**config.mk**
```make
export PLATFORM = sky130hd
export DESIGN_NAME = rcs_sysclk_top
export DESIGN_NICKNAME = d
export VERILOG_FILES = /design/src/inc/rcs_pkg.sv /design/src/core/rcs_osc_edge.sv /design/src/core/rcs_sysclk_top.sv
export SDC_FILE = /design/constraint.sdc
export NUM_CORES = 1
export LEC_CHECK = 0
export ABC_AREA = 1
export BUFFER_PORTS_ARGS = -buffer_cell sky130_fd_sc_hd__buf_2
export CELL_PAD_IN_SITES_DETAIL_PLACEMENT = 1
export CELL_PAD_IN_SITES_GLOBAL_PLACEMENT = 1
export CORE_MARGIN = 2
export CORE_UTILIZATION = 40
export DETAILED_ROUTE_END_ITERATION = 8
export PLACE_DENSITY = 0.83
export SYNTH_ARGS = -nofsm -noshare
export SYNTH_HDL_FRONTEND = slang
export SYNTH_SLANG_ARGS = --single-unit
export TNS_END_PERCENT = 10
```
**constraint.sdc**
```tcl
create_clock -name clk -period 2.6 [get_ports clk]
set_clock_uncertainty 0.2 [all_clocks]
set_input_delay 0.26 -clock clk [delete_from_list [all_inputs] [get_ports clk]]
set_output_delay 0.26 -clock clk [all_outputs]
set_load 0.1 [all_outputs]
```
**src/inc/rcs_pkg.sv**
```systemverilog
// constants, types and decode functions of the rc oscillator / system clock block
package rcs_pkg;
  localparam logic [3:0] ADR_CLK_MODE = 4'h0;
  localparam logic [3:0] ADR_TRIM = 4'h4;
  localparam logic [3:0] ADR_TM3 = 4'h8;
  localparam logic [3:0] ADR_STATUS = 4'hC;

  localparam int FAST_EN_BIT = 4;
  localparam int SLOW_EN_BIT = 2;
  localparam int ULTRA_EN_BIT = 0;

  localparam logic [7:0] MODE_FAST_DIV4 = 8'h14;
  localparam logic [7:0] MODE_FAST_DIV8 = 8'h3C;
  localparam logic [7:0] MODE_FAST_DIV16 = 8'h1C;
  localparam logic [7:0] MODE_FAST_DIV32 = 8'h7C;
  localparam logic [7:0] MODE_SLOW = 8'hE4;
  localparam logic [7:0] MODE_UNCAL_SLOW = 8'hF4;
  localparam logic [7:0] MODE_UNCAL_DIV64 = 8'h54;
  localparam logic [7:0] MODE_RST = 8'h54;
  localparam logic [7:0] TRIM_RST = 8'h80;
  localparam logic [7:0] TM3_RST = 8'h01;

  localparam logic [2:0] CAL_DIV4 = 3'h0;
  localparam logic [2:0] CAL_DIV8 = 3'h1;
  localparam logic [2:0] CAL_DIV16 = 3'h2;
  localparam logic [2:0] CAL_DIV32 = 3'h3;
  localparam logic [2:0] CAL_SLOW = 3'h4;

  localparam logic [1:0] SYNC_CYCLES = 2'h2;

  typedef enum logic [1:0] {BOOT_SYNC, BOOT_LOAD, BOOT_CAL, BOOT_RUN} rcs_boot_t;

  // half: source edges per half period of the system clock
  typedef struct packed {
    logic use_slow;
    logic [6:0] half;
  } rcs_sel_t;

  typedef struct packed {
    logic [2:0] cal_opt;
    logic boot_fast;
    logic trimmed;
    logic [7:0] trim;
  } rcs_strap_t;

  localparam rcs_sel_t SEL_RST = '{use_slow: 1'b0, half: 7'h40};

  function automatic rcs_sel_t rcs_decode(input logic [7:0] m);
    rcs_sel_t s;
    s.use_slow = m[7];
    s.half = 7'h01;
    if (!m[7]) begin
      unique case (m[6:5])
        2'b00: s.half = m[3] ? 7'h10 : 7'h04;
        2'b01: s.half = 7'h08;
        2'b10: s.half = 7'h40;
        2'b11: s.half = 7'h20;
      endcase
    end
    return s;
  endfunction : rcs_decode

  function automatic logic [7:0] rcs_boot_mode(input logic [2:0] opt);
    logic [7:0] m;
    m = MODE_FAST_DIV4;
    case (opt)
      CAL_DIV8: m = MODE_FAST_DIV8;
      CAL_DIV16: m = MODE_FAST_DIV16;
      CAL_DIV32: m = MODE_FAST_DIV32;
      CAL_SLOW: m = MODE_SLOW;
      default: m = MODE_FAST_DIV4;
    endcase
    return m;
  endfunction : rcs_boot_mode
endpackage : rcs_pkg

```
**src/core/rcs_osc_edge.sv**
```systemverilog
// two-flop synchroniser with edge detect for one oscillator or pin
module rcs_osc_edge (
  input wire logic clk,
  input wire logic nrst,
  input wire logic osc_i,
  output logic level_o,
  output logic edge_o
);
  logic s1_reg;
  logic s2_reg;
  logic s3_reg;

  always_ff @(posedge clk or negedge nrst) begin
    if (!nrst) begin
      s1_reg <= 1'b0;
      s2_reg <= 1'b0;
      s3_reg <= 1'b0;
    end else begin
      s1_reg <= osc_i;
      s2_reg <= s1_reg;
      s3_reg <= s2_reg;
    end
  end

  assign level_o = s2_reg;
  assign edge_o = s2_reg ^ s3_reg;
endmodule : rcs_osc_edge

```
**src/core/rcs_sysclk_top.sv**
```systemverilog
// rc oscillator enables, trim and glitch-free system clock selection
//
// Register access over Wishbone and the address map are this design's own decisions.
module rcs_sysclk_top (
  input wire logic clk,
  input wire logic nrst,
  input wire logic wb_cyc_i,
  input wire logic wb_stb_i,
  input wire logic wb_we_i,
  input wire logic [3:0] wb_adr_i,
  input wire logic [3:0] wb_sel_i,
  input wire logic [31:0] wb_dat_i,
  output logic [31:0] wb_dat_o,
  output logic wb_ack_o,
  input wire rcs_pkg::rcs_strap_t strap_i,
  input wire logic cal_done_i,
  input wire logic [7:0] cal_trim_i,
  input wire logic fast_osc_i,
  input wire logic slow_osc_i,
  input wire logic ultra_osc_i,
  output logic fast_osc_en_o,
  output logic slow_osc_en_o,
  output logic ultra_osc_en_o,
  output logic [7:0] fast_trim_o,
  output logic cal_request_o,
  output logic wdt_enable_o,
  output logic port_a_line_five_input_o,
  output logic sys_clk_o,
  output logic ultra_tick_o
);
  import rcs_pkg::*;

  // oscillator and handshake synchronisers
  logic [3:0] osc_raw;
  logic [3:0] osc_level;
  logic [3:0] osc_edge;
  assign osc_raw = {cal_done_i, ultra_osc_i, slow_osc_i, fast_osc_i};

  for (genvar i = 0; i < 4; i++) begin : g_sync
    rcs_osc_edge u_edge (
      .clk(clk),
      .nrst(nrst),
      .osc_i(osc_raw[i]),
      .level_o(osc_level[i]),
      .edge_o(osc_edge[i])
    );
  end

  // strap and trim pins pass two flops
  rcs_strap_t strap1_reg;
  rcs_strap_t strap2_reg;
  logic [7:0] ctrim1_reg;
  logic [7:0] ctrim2_reg;
  always_ff @(posedge clk or negedge nrst) begin
    if (!nrst) begin
      strap1_reg <= '0;
      strap2_reg <= '0;
      ctrim1_reg <= 8'h00;
      ctrim2_reg <= 8'h00;
    end else begin
      strap1_reg <= strap_i;
      strap2_reg <= strap1_reg;
      ctrim1_reg <= cal_trim_i;
      ctrim2_reg <= ctrim1_reg;
    end
  end

  // registers and boot state
  rcs_boot_t boot_reg;
  rcs_boot_t boot_next;
  logic [1:0] scnt_reg;
  logic [7:0] mode_reg;
  logic [7:0] mode_next;
  logic [7:0] trim_reg;
  logic [7:0] trim_next;
  logic [7:0] tm3_reg;
  logic [7:0] tm3_next;
  logic wdt_reg;
  logic wdt_next;
  logic ack_reg;
  logic [31:0] rdat_reg;

  // wishbone decode
  wire bus_req = wb_cyc_i & wb_stb_i;
  wire bus_wr = bus_req & wb_we_i & ack_reg & wb_sel_i[0];
  wire boot_done = (boot_reg == BOOT_RUN);
  wire wr_mode = bus_wr & (wb_adr_i == ADR_CLK_MODE) & boot_done;
  wire wr_trim = bus_wr & (wb_adr_i == ADR_TRIM) & boot_done;
  wire wr_tm3 = bus_wr & (wb_adr_i == ADR_TM3);

  // boot decisions
  wire opt_disable = (strap2_reg.cal_opt > CAL_SLOW);
  wire boot_load = (boot_reg == BOOT_LOAD);
  wire cal_take = (boot_reg == BOOT_CAL) & osc_level[3];
  wire [7:0] uncal_mode = strap2_reg.boot_fast ? MODE_UNCAL_DIV64 : MODE_UNCAL_SLOW;
  wire [7:0] boot_mode = opt_disable ? uncal_mode : rcs_boot_mode(strap2_reg.cal_opt);

  always_comb begin
    boot_next = boot_reg;
    unique case (boot_reg)
      BOOT_SYNC: boot_next = (scnt_reg == SYNC_CYCLES - 2'h1) ? BOOT_LOAD : BOOT_SYNC;
      BOOT_LOAD: boot_next = (opt_disable | strap2_reg.trimmed) ? BOOT_RUN : BOOT_CAL;
      BOOT_CAL: boot_next = osc_level[3] ? BOOT_RUN : BOOT_CAL;
      BOOT_RUN: boot_next = BOOT_RUN;
    endcase
  end

  assign mode_next = boot_load ? boot_mode : (wr_mode ? wb_dat_i[7:0] : mode_reg);
  wire trim_load = boot_load & ~opt_disable & strap2_reg.trimmed;
  assign trim_next = trim_load ? strap2_reg.trim :
                     cal_take ? ctrim2_reg :
                     wr_trim ? wb_dat_i[7:0] : trim_reg;
  assign tm3_next = wr_tm3 ? wb_dat_i[7:0] : tm3_reg;
  assign wdt_next = boot_load ? opt_disable : wdt_reg;

  always_ff @(posedge clk or negedge nrst) begin
    if (!nrst) begin
      boot_reg <= BOOT_SYNC;
      scnt_reg <= 2'h0;
      mode_reg <= MODE_RST;
      trim_reg <= TRIM_RST;
      tm3_reg <= TM3_RST;
      wdt_reg <= 1'b1;
    end else begin
      boot_reg <= boot_next;
      scnt_reg <= scnt_reg + 2'h1;
      mode_reg <= mode_next;
      trim_reg <= trim_next;
      tm3_reg <= tm3_next;
      wdt_reg <= wdt_next;
    end
  end

  // oscillator enables, forced on until boot completes
  assign fast_osc_en_o = ~boot_done | mode_reg[FAST_EN_BIT];
  assign slow_osc_en_o = ~boot_done | mode_reg[SLOW_EN_BIT];
  assign ultra_osc_en_o = ~boot_done | tm3_reg[ULTRA_EN_BIT];
  assign fast_trim_o = trim_reg;
  assign cal_request_o = (boot_reg == BOOT_CAL);
  assign wdt_enable_o = wdt_reg;
  assign port_a_line_five_input_o = 1'b1;
  assign ultra_tick_o = osc_edge[2];

  // system clock generation
  rcs_sel_t sel_req;
  rcs_sel_t act_reg;
  logic [6:0] cnt_reg;
  logic sclk_reg;
  assign sel_req = rcs_decode(mode_reg);
  wire old_run = act_reg.use_slow ? slow_osc_en_o : fast_osc_en_o;
  wire new_run = sel_req.use_slow ? slow_osc_en_o : fast_osc_en_o;
  wire pending = (act_reg != sel_req);
  // a switch with the old oscillator stopped never completes
  wire do_switch = pending & old_run & new_run & ~sclk_reg;
  // boot load takes the booted selection at once: every oscillator is still forced on and the system clock is still low
  wire take_sel = do_switch | boot_load;
  rcs_sel_t sel_take;
  assign sel_take = boot_load ? rcs_decode(boot_mode) : sel_req;
  wire src_edge = act_reg.use_slow ? osc_edge[1] : osc_edge[0];
  wire half_end = (cnt_reg == act_reg.half - 7'h01);

  always_ff @(posedge clk or negedge nrst) begin
    if (!nrst) begin
      act_reg <= SEL_RST;
      cnt_reg <= 7'h00;
      sclk_reg <= 1'b0;
    end else if (take_sel) begin
      act_reg <= sel_take;
      cnt_reg <= 7'h00;
    end else if (src_edge) begin
      cnt_reg <= half_end ? 7'h00 : cnt_reg + 7'h01;
      sclk_reg <= half_end ? ~sclk_reg : sclk_reg;
    end
  end
  assign sys_clk_o = sclk_reg;

  // register read path
  wire [7:0] status = {2'b00, act_reg.use_slow, sclk_reg, pending, wdt_reg,
                       cal_request_o, boot_done};
  wire [7:0] rd_byte = (wb_adr_i == ADR_CLK_MODE) ? mode_reg :
                       (wb_adr_i == ADR_TRIM) ? trim_reg :
                       (wb_adr_i == ADR_TM3) ? tm3_reg :
                       (wb_adr_i == ADR_STATUS) ? status : 8'h00;

  always_ff @(posedge clk or negedge nrst) begin
    if (!nrst) begin
      ack_reg <= 1'b0;
      rdat_reg <= 32'h0000_0000;
    end else begin
      ack_reg <= bus_req & ~ack_reg;
      rdat_reg <= (bus_req & ~ack_reg) ? {24'h00_0000, rd_byte} : rdat_reg;
    end
  end
  assign wb_ack_o = ack_reg;
  assign wb_dat_o = rdat_reg;
endmodule : rcs_sysclk_top

```
* Word level (Yosys, flattened, before mapping)
Cells that the tools add are included.
Word-level totals: register bits after elaboration 107, bits of input ports 70, output and inout port bits 49, logic and storage cells 122
Operators by class: add/subtract/negate cells 3, magnitude comparators 1, equality and inequality tests 19, multiplexer cells 29, bitwise operators 29, reductions and logical operators 8
Operator list (number):
- 8-bit 2-to-1 mux | 11
- 7-bit case mux with 4 select lines | 2
- 7-bit 2-to-1 mux | 5
- 8-bit case mux with 4 select lines | 1
- 1-bit AND | 16
- 2-bit equality test (second input constant) | 6
- 5-bit 2-to-1 mux | 2
- 2-bit by 1-bit equality test with 1-bit output (second input constant) | 4
- 4-bit equality test (second input constant) | 2
- 8-bit inequality test | 1
- 2-bit case mux with 4 select lines | 1
- 7-bit by 1-bit adder with 7-bit output (second input constant) | 1
- 7-bit equality test | 1
- 7-bit by 1-bit subtractor with 7-bit output (second input constant) | 1
- 3-bit by 2-bit equality test with 1-bit output (second input constant) | 2
- 2-bit zero test | 3
- 1-bit 2-to-1 mux | 6
- 6-bit 2-to-1 mux | 1
- 1-bit inverter | 5
- 1-bit bitwise OR | 5
- 4-bit by 3-bit equality test with 1-bit output (second input constant) | 1
- 4-bit zero test | 1
- 2-bit nonzero test | 2
- 3-bit by 1-bit equality test with 1-bit output (second input constant) | 1
- 6 further kinds | 8

* Logic depth before layout (Yosys ltp)
Gate-level depths: netlist of run 1.
depth in word-level cells 10, depth in mapped cells 12

* Modules after synthesis
A second synthesis of run 1 with hierarchy kept.
Unflattened totals: cells, all modules 521, area total of the unflattened synthesis 4823.4 sq um
By module, submodules not included:
- rcs_sysclk_top | instances 1, cells an instance 489, area an instance 4448.0 sq um, sequential area each 2361.0 sq um
- rcs_osc_edge | instances 4, cells an instance 8, area an instance 93.8 sq um, sequential area each 75.1 sq um

* Worst setup path before layout of run 1
No wires, ideal clock.
kind register to register, from register boot_reg[0], to register trim_reg[0] (netlist: fast_trim_o[0]), setup time 0.134 ns, arrival 1.998 ns, data required time 2.266 ns, path slack 0.268 ns, cell stages (with the launch flop) 8, path buffers 1, clock period less this slack 2.332 ns, path through dfrtp_1 > inv_2 > nand2_1 > inv_1 > nand2_2 > clkbuf_1 > o211ai_1 > a31oi_2
Between the ends: word-level cells in the longest chain between the ends 4, elaborated cells between the ends (all ways) 10
Ends and longest elaborated chain:
- start: declaration | line rcs_sysclk_top.sv:69 | rcs_boot_t boot_reg;
- start signal: assignment | line rcs_sysclk_top.sv:125 | boot_reg <= boot_next;
- 2-bit equality test *
- net cal_request_o | line rcs_sysclk_top.sv:25 | output logic cal_request_o,
- 1-bit AND * | line rcs_sysclk_top.sv:94 | wire cal_take = (boot_reg == BOOT_CAL) & osc_level[3];
- 8-bit 2-to-1 mux | line rcs_sysclk_top.sv:111 | cal_take ? ctrim2_reg :
- 8-bit 2-to-1 mux | line rcs_sysclk_top.sv:110 | assign trim_next = trim_load ? strap2_reg.trim :
- end signal: assignment | line rcs_sysclk_top.sv:128 | trim_reg <= trim_next;
- end: declaration | line rcs_sysclk_top.sv:74 | logic [7:0] trim_reg;
The timed path passes the listed nets; every way through them passes the cells marked *. A chain may end at the register's enable or synchronous reset.

* Worst setup path after layout of run 1
from register act_reg[0] (netlist name), to register sclk_reg (netlist: sys_clk_o)
Between the ends: word-level cells in the longest chain between the ends 7, elaborated cells between the ends (all ways) 9
Ends and longest elaborated chain:
- start: declaration | line rcs_sysclk_top.sv:146 | rcs_sel_t act_reg;
- start signal: assignment | line rcs_sysclk_top.sv:168 | act_reg <= sel_take;
- parallel branches: the longest is 6 deep, another holds 7-bit by 1-bit subtractor with 7-bit output
- 3-bit AND reduction (no line) *
- end signal: assignment | line rcs_sysclk_top.sv:172 | sclk_reg <= half_end ? ~sclk_reg : sclk_reg;
- end: declaration | line rcs_sysclk_top.sv:148 | logic sclk_reg;
Every way passes the cells marked *.

==> results.yml, run 1 <==
outcome:
  outcome: "complete, no violations"
cts:
  cts_tree: "done"
  post_cts_buffers: 0
  clock_sinks: 105
  clockRootBuffer: "clkbuf_16"
  cts_resized: 0
  hold_buffers: 27
  clk_latency_ns: 0.35
  clkTransAtPathRegs_ns: 0.08
  htree_num_levels: 3
  cts_buffers: 9
  cts_buffer_depth: 2
power:
  p_sw_share_pct: 42.9
  peakVddDrop_uv: 595
  internal-power_uw: 2890
  share_comb_of_total_power_pct: 33.0
  p_switching_uw: 2170
  clkPwrFrac_pct: 27.7
  power.density_nw_per_um2: 888
  p_leak_uw: 0.00271
  total_power_uw: 5060
  power_frac_seq_pct: 39.3
synth:
  synth_top_cell_by_area: "dfrtp_1"
  synth_top_cell_area_share_pct: 51.9
  synth.distinct_cells: 43
  synth.avg_cell_area_sq_um: 9.67
  synth_ff_type: "dfrtp_1"
  synth_warnings: 0
  synthArstFlopShare_pct: 100
  yosysSeqAreaShare_pct: 55.8
  synth-seq-cells: 105
  synth_edf_count: 0
  synth.top_cells.by_area: "dfrtp_1 52%, nand2_1 8.9%, buf_4 4.1%"
  synth_cells: 489
  synth_area_sq_um: 4730
detailed_routing:
  wl_um: 12000
  drtIter0Drc: 178
  dr.pass1.iters: 4
  antenna_left: 0
  vias: 3676
  drc: 0
  wire_per_inst_um: 16.5
  routed_via_density: 5.02
global_route:
  grt_max_degree: 56
  antenna_found_initial: 0
  grt_pass1_wl_um: 19900
  grt_usage_pct: 20.0
  grt_remaining_overflow: 0
  grt_pass1_vias: 4039
timing:
  relSlewSlack_pct: 64.4
  fin_tns_setup_ns: 0
  layout_min_cycle_time_ns: 2.17
  worst_pin_slew_ns: 0.531
  clock.fmax_mhz: 460
  hold_violations: 0
  rsz0062_at_grt: "no"
  period_share_pct: 83.6
  holdWs_ns: 0.00844
  finalMaxSlewViolations: 0
  finalWorstSetupSlack_ns: 0.426
  setup_viol: 0
final_layout:
  synthToLayoutAreaGrowth_pct: 20.5
  n_antenna_cell: 0
  drive_gt1_share_pct: 22.9
  final_cell_mix: "112 x nand2_1, 98 x dfrtp_1, 65 x buf_2"
  fin_nets: 657
  final_common_cell: "nand2_1"
floorplan:
  core_sq_um: 11500
  rows: 39
  die-width_um: 113
  start_util_pct: 41.2
  die_area_sq_um: 12700
  die_y_um: 113
  ioPinCount: 119
flow_run:
  drv_cap: 0
critical_path:
  crit_required_ns: 2.69
  critPathKind: "register to register"
  end_kind: "register"
  worst_setup_path_start_kind: "register"
  reg2reg_depth: 11
  crit_fanout: 10
  arrival_ns: 2.27
hold_path:
  hp-class: "input pin to register"
  hold_path_depth: 3
placed_design:
  gp_congestion: 0.800
  portBuffers: 66
  dp_worst_setup_slack_ns: 0.450
  hpwl_um: 8530
==> final cells by class <==
type | instances | area [sq um]
flip-flops and latches | 105 | 2640
well taps | 143 | 179
repair buffers | 95 | 631
clock buffers | 9 | 225
inverters | 47 | 179
fillers | 1292 | 5770
multi-input cells | 326 | 1750
clock inverters | 7 | 93.8
==> final timing paths <==
path	startpoint	endpoint	slack (ns)
min in group asynchronous	nrst	g_sync[2].u_edge.s1_reg	0.15
min	wb_dat_i[1]	mode_reg[1]	0.008
max	act_reg[0]	sys_clk_o	0.43
min reg2reg	ctrim1_reg[5]	ctrim2_reg[5]	0.15
max in group asynchronous	nrst	act_reg[6]	1.39
max reg2reg	act_reg[0]	sys_clk_o	0.43
==> power groups by stage <==
stage	logic [uW]	registers [uW]	clock network, uW
after detailed placement	1630	2020	0
after floorplan	901	2420	0
after global routing	1790	2010	1510
final	1670	1990	1400
after CTS	1680	1980	1430
after global placement	1570	2000	0
==> cell families (layout without fill, tap and decap cells) <==
logic type / count (synthesis) / count (layout) / synth area share (%)
flip-flops: 105 / 105 / 55.8
XOR/XNOR: 7 / 7 / 1.30
AO/OA/AOI/OAI: 85 / 85 / 12.2
buffers and inverters: 81 / 158 / 9.02
adder cells (fa/ha/maj): 3 / 3 / 0.794
AND/OR/NAND/NOR: 206 / 206 / 20.8
other: 2 / 25 / 0.159
==> critical path, cell delays in order (launching register included) <==
cell and delay, ns:
dfrtp_1 0.44, inv_2 0.22, ha_1 0.28, xor2_1 0.13
nand2_1 0.07, nor2_1 0.10, nand3_1 0.07, nor2_1 0.19
inv_1 0.18, nor2_1 0.14, nand2_1 0.06, nand2_1 0.05
==> routing by layer <==
metal | up-vias | share of wire (%) | track usage (%)
li1 | 1744 | - | -
met4 | 0 | 1.6 | 5.93
met1 | 1832 | 42 | 24.0
met3 | 16 | 3.6 | 3.91
met2 | 84 | 53 | 36.4
met5 | - | 0 | 0
==> through the flow <==
step	util (%)	instance area, sq um	cells
6_report	49.7	5700	732
5_1_grt	49.7	5700	732
4_1_cts	49.7	5700	732
3_5_place_dp	44.5	5110	689
3_3_place_gp	44.5	5110	689
2_1_floorplan	-	4810	512
==> synth_stat cells, types with 2 or more instances <==
cell,count
dfrtp_1,98
o21ai_1,7
nand2_4,3
nor2_8,3
nand4_1,5
nor3_1,2
nor2_2,4
nand2_1,112
a31oi_2,8
o21ai_0,36
dfstp_2,7
ha_1,3
inv_1,41
a21oi_1,5
nand3_1,35
conb_1,2
nand2_2,4
inv_2,4
o21ai_2,6
a41oi_1,2
a21oi_2,3
nand3_4,2
buf_4,26
xor2_1,6
nor2_1,30
o211ai_1,9
clkbuf_1,3
or2_2,2
buf_2,2
nand3_2,2
a221oi_1,5
Note: power is estimated with default switching activity, not from simulation.
==> run 2, diff against run 1 <==
--- a/config.mk
+++ b/config.mk
@@ -10,9 +10,9 @@
 export CELL_PAD_IN_SITES_DETAIL_PLACEMENT = 1
 export CELL_PAD_IN_SITES_GLOBAL_PLACEMENT = 1
 export CORE_MARGIN = 2
-export CORE_UTILIZATION = 40
+export CORE_UTILIZATION = 36
 export DETAILED_ROUTE_END_ITERATION = 8
-export PLACE_DENSITY = 0.83
+export PLACE_DENSITY = 0.8
 export SYNTH_ARGS = -nofsm -noshare
 export SYNTH_HDL_FRONTEND = slang
 export SYNTH_SLANG_ARGS = --single-unit
==> constraint.sdc (replaced) <==
create_clock -name clk -period 1.93 [get_ports clk]
set_clock_uncertainty 0.2 [all_clocks]
set_input_delay 0.193 -clock clk [delete_from_list [all_inputs] [get_ports clk]]
set_output_delay 0.193 -clock clk [all_outputs]
set_load 0.1 [all_outputs]
==> results.yml, run 2 (synthesized netlist as in run 1, its figures left out) <==
outcome:
  outcome: "complete, but fails checks"
  violations: "setup timing"
critical_path:
  arrival_ns: 2.16
  reg2reg_slack_ns: -0.18
  rr_endpoint: "wb_dat_o[3]"
  worst_setup_path_start_kind: "register"
  crit_fanout: 6
  end_kind: "register"
  crit_required_ns: 1.98
  r2r-start: "mode_reg[7]"
  reg2reg_depth: 13
  critPathKind: "register to register"
detailed_routing:
  wire_per_inst_um: 16.5
  antenna_left: 0
  drtIter0Drc: 183
  routed_via_density: 4.92
  wl_um: 13300
  drc: 0
  dr.pass1.iters: 4
  vias: 3963
global_route:
  grt_max_degree: 43
  grt_remaining_overflow: 0
  met3_usage_pct: 2.90
  grt_pass1_vias: 4320
  grt_pass1_wl_um: 21100
  antenna_found_initial: 0
  grt_usage_pct: 19.0
  grtUsageMet1_pct: 22.9
  top_usage_layer: "met2"
  met2_usage_pct: 33.4
floorplan:
  core_sq_um: 12700
  rows: 41
  die_y_um: 119
  die-width_um: 119
  die_area_sq_um: 14100
  ioPinCount: 119
  start_util_pct: 37.2
final_layout:
  synthToLayoutAreaGrowth_pct: 31.5
  fin_area_sq_um: 6220
  drive_gt1_share_pct: 31.6
  final_common_cell: "nand2_1"
  nFillCells: 1484
  final_cell_mix: "106 x nand2_1, 94 x dfrtp_1, 61 x buf_2"
  fin_nets: 701
  n_antenna_cell: 0
hold_path:
  min_to: "tm3_reg[3]"
  hold_start: "wb_dat_i[3]"
  hold_path_depth: 3
  hp-class: "input pin to register"
timing:
  hold_violations: 0
  layout_min_cycle_time_ns: 2.11
  period_share_pct: 109
  fin_tns_setup_ns: -1.64
  finalMaxSlewViolations: 0
  setup_viol: 15
  finalWorstSetupSlack_ns: -0.179
  worst_pin_slew_ns: 0.511
  rsz0062_at_grt: "yes"
  clock.fmax_mhz: 474
  relSlewSlack_pct: 65.9
cts:
  cts_tree: "done"
  cts_buffers: 9
  clk_latency_ns: 0.35
  htree_num_levels: 3
  cts_buffer_depth: 2
  clockRootBuffer: "clkbuf_16"
  clkTransAtPathRegs_ns: 0.08
  clock_sinks: 105
power:
  p_sw_share_pct: 42.7
  power_frac_seq_pct: 37.4
  peakVddDrop_uv: 639
  clkPwrFrac_pct: 26.1
  power.density_nw_per_um2: 1150
  p_switching_uw: 3050
  share_comb_of_total_power_pct: 36.5
  internal-power_uw: 4100
  p_leak_uw: 0.00294
placed_design:
  gp_congestion: 0.844
  hpwl_um: 9260
  portBuffers: 66
  placed_area_sq_um: 5380
flow_run:
  drv_cap: 0
## run 2: worst max-delay path by stage
stage                      from           to  slack, ns
detailed placement   act_reg[2]    sys_clk_o      -0.12
CTS                 mode_reg[6]   cnt_reg[0]      -0.05
global route        mode_reg[6]    sys_clk_o      -0.28
global placement     act_reg[6]    sys_clk_o     -0.004
floorplan           boot_reg[1]   act_reg[0]      -0.11
finish              mode_reg[7]  wb_dat_o[3]      -0.18
## run 2: cell type report
class	instances	area (sq um)	share of cell area, %
sequential	105	2640	42.5
multi-input combinational	326	1850	29.8
timing repair buffer	139	1010	16.3
clock buffer	9	225	3.62
tap	172	215	3.46
inverter	47	188	3.02
clock inverter	7	83.8	1.35
## run 2: per-stage QoR
stage	instances	worst slack, ns	hold slack, ns	util, %	total power [uW]
2_1_floorplan	512	-0.111	-0.303	-	4480
3_3_place_gp	745	-0.00394	-0.0182	42.3	5010
3_5_place_dp	745	-0.115	-0.00854	42.3	5100
4_1_cts	798	-0.0485	0.0115	47.8	7060
5_1_grt	805	-0.277	0.0373	48.9	7490
6_report	805	-0.179	0.0196	48.9	7150
## run 2: what timing repair did
action	4_1_cts	5_1_grt
hold buffers	33	0
endpoints found under the hold margin	76	0
setup endpoints to repair	16	16
buffers inserted	4	7
resized for setup	12	25
pin swaps	4	11
## run 2: critical path: stages (launching register included)
cell and delay [ns]:
dfrtp_2 0.51, buf_6 0.15, nor2_4 0.04, buf_6 0.11, nand2_2 0.05, nand2_1 0.06
nor2_1 0.17, nand3_2 0.15, buf_4 0.17, buf_4 0.12, nand2_1 0.05, nand4_1 0.11
nand2_1 0.08, nand2_1 0.04
## run 2: power groups by stage
stage / registers [uW] / clock network [uW] / logic (uW)
global route: 2700 / 1990 / 2800
detailed placement: 2700 / 0 / 2400
floorplan: 3260 / 0 / 1220
CTS: 2660 / 1900 / 2500
global placement: 2690 / 0 / 2320
finish: 2670 / 1870 / 2610
## run 2: metal layers
| layer | part of all wire, % | wire length [um] |
|---|---|---|
| met2 | 51 | 6860 |
| met5 | 0 | 0 |
| met3 | 4.1 | 547 |
| met4 | 3.1 | 415 |
| met1 | 41 | 5500 |
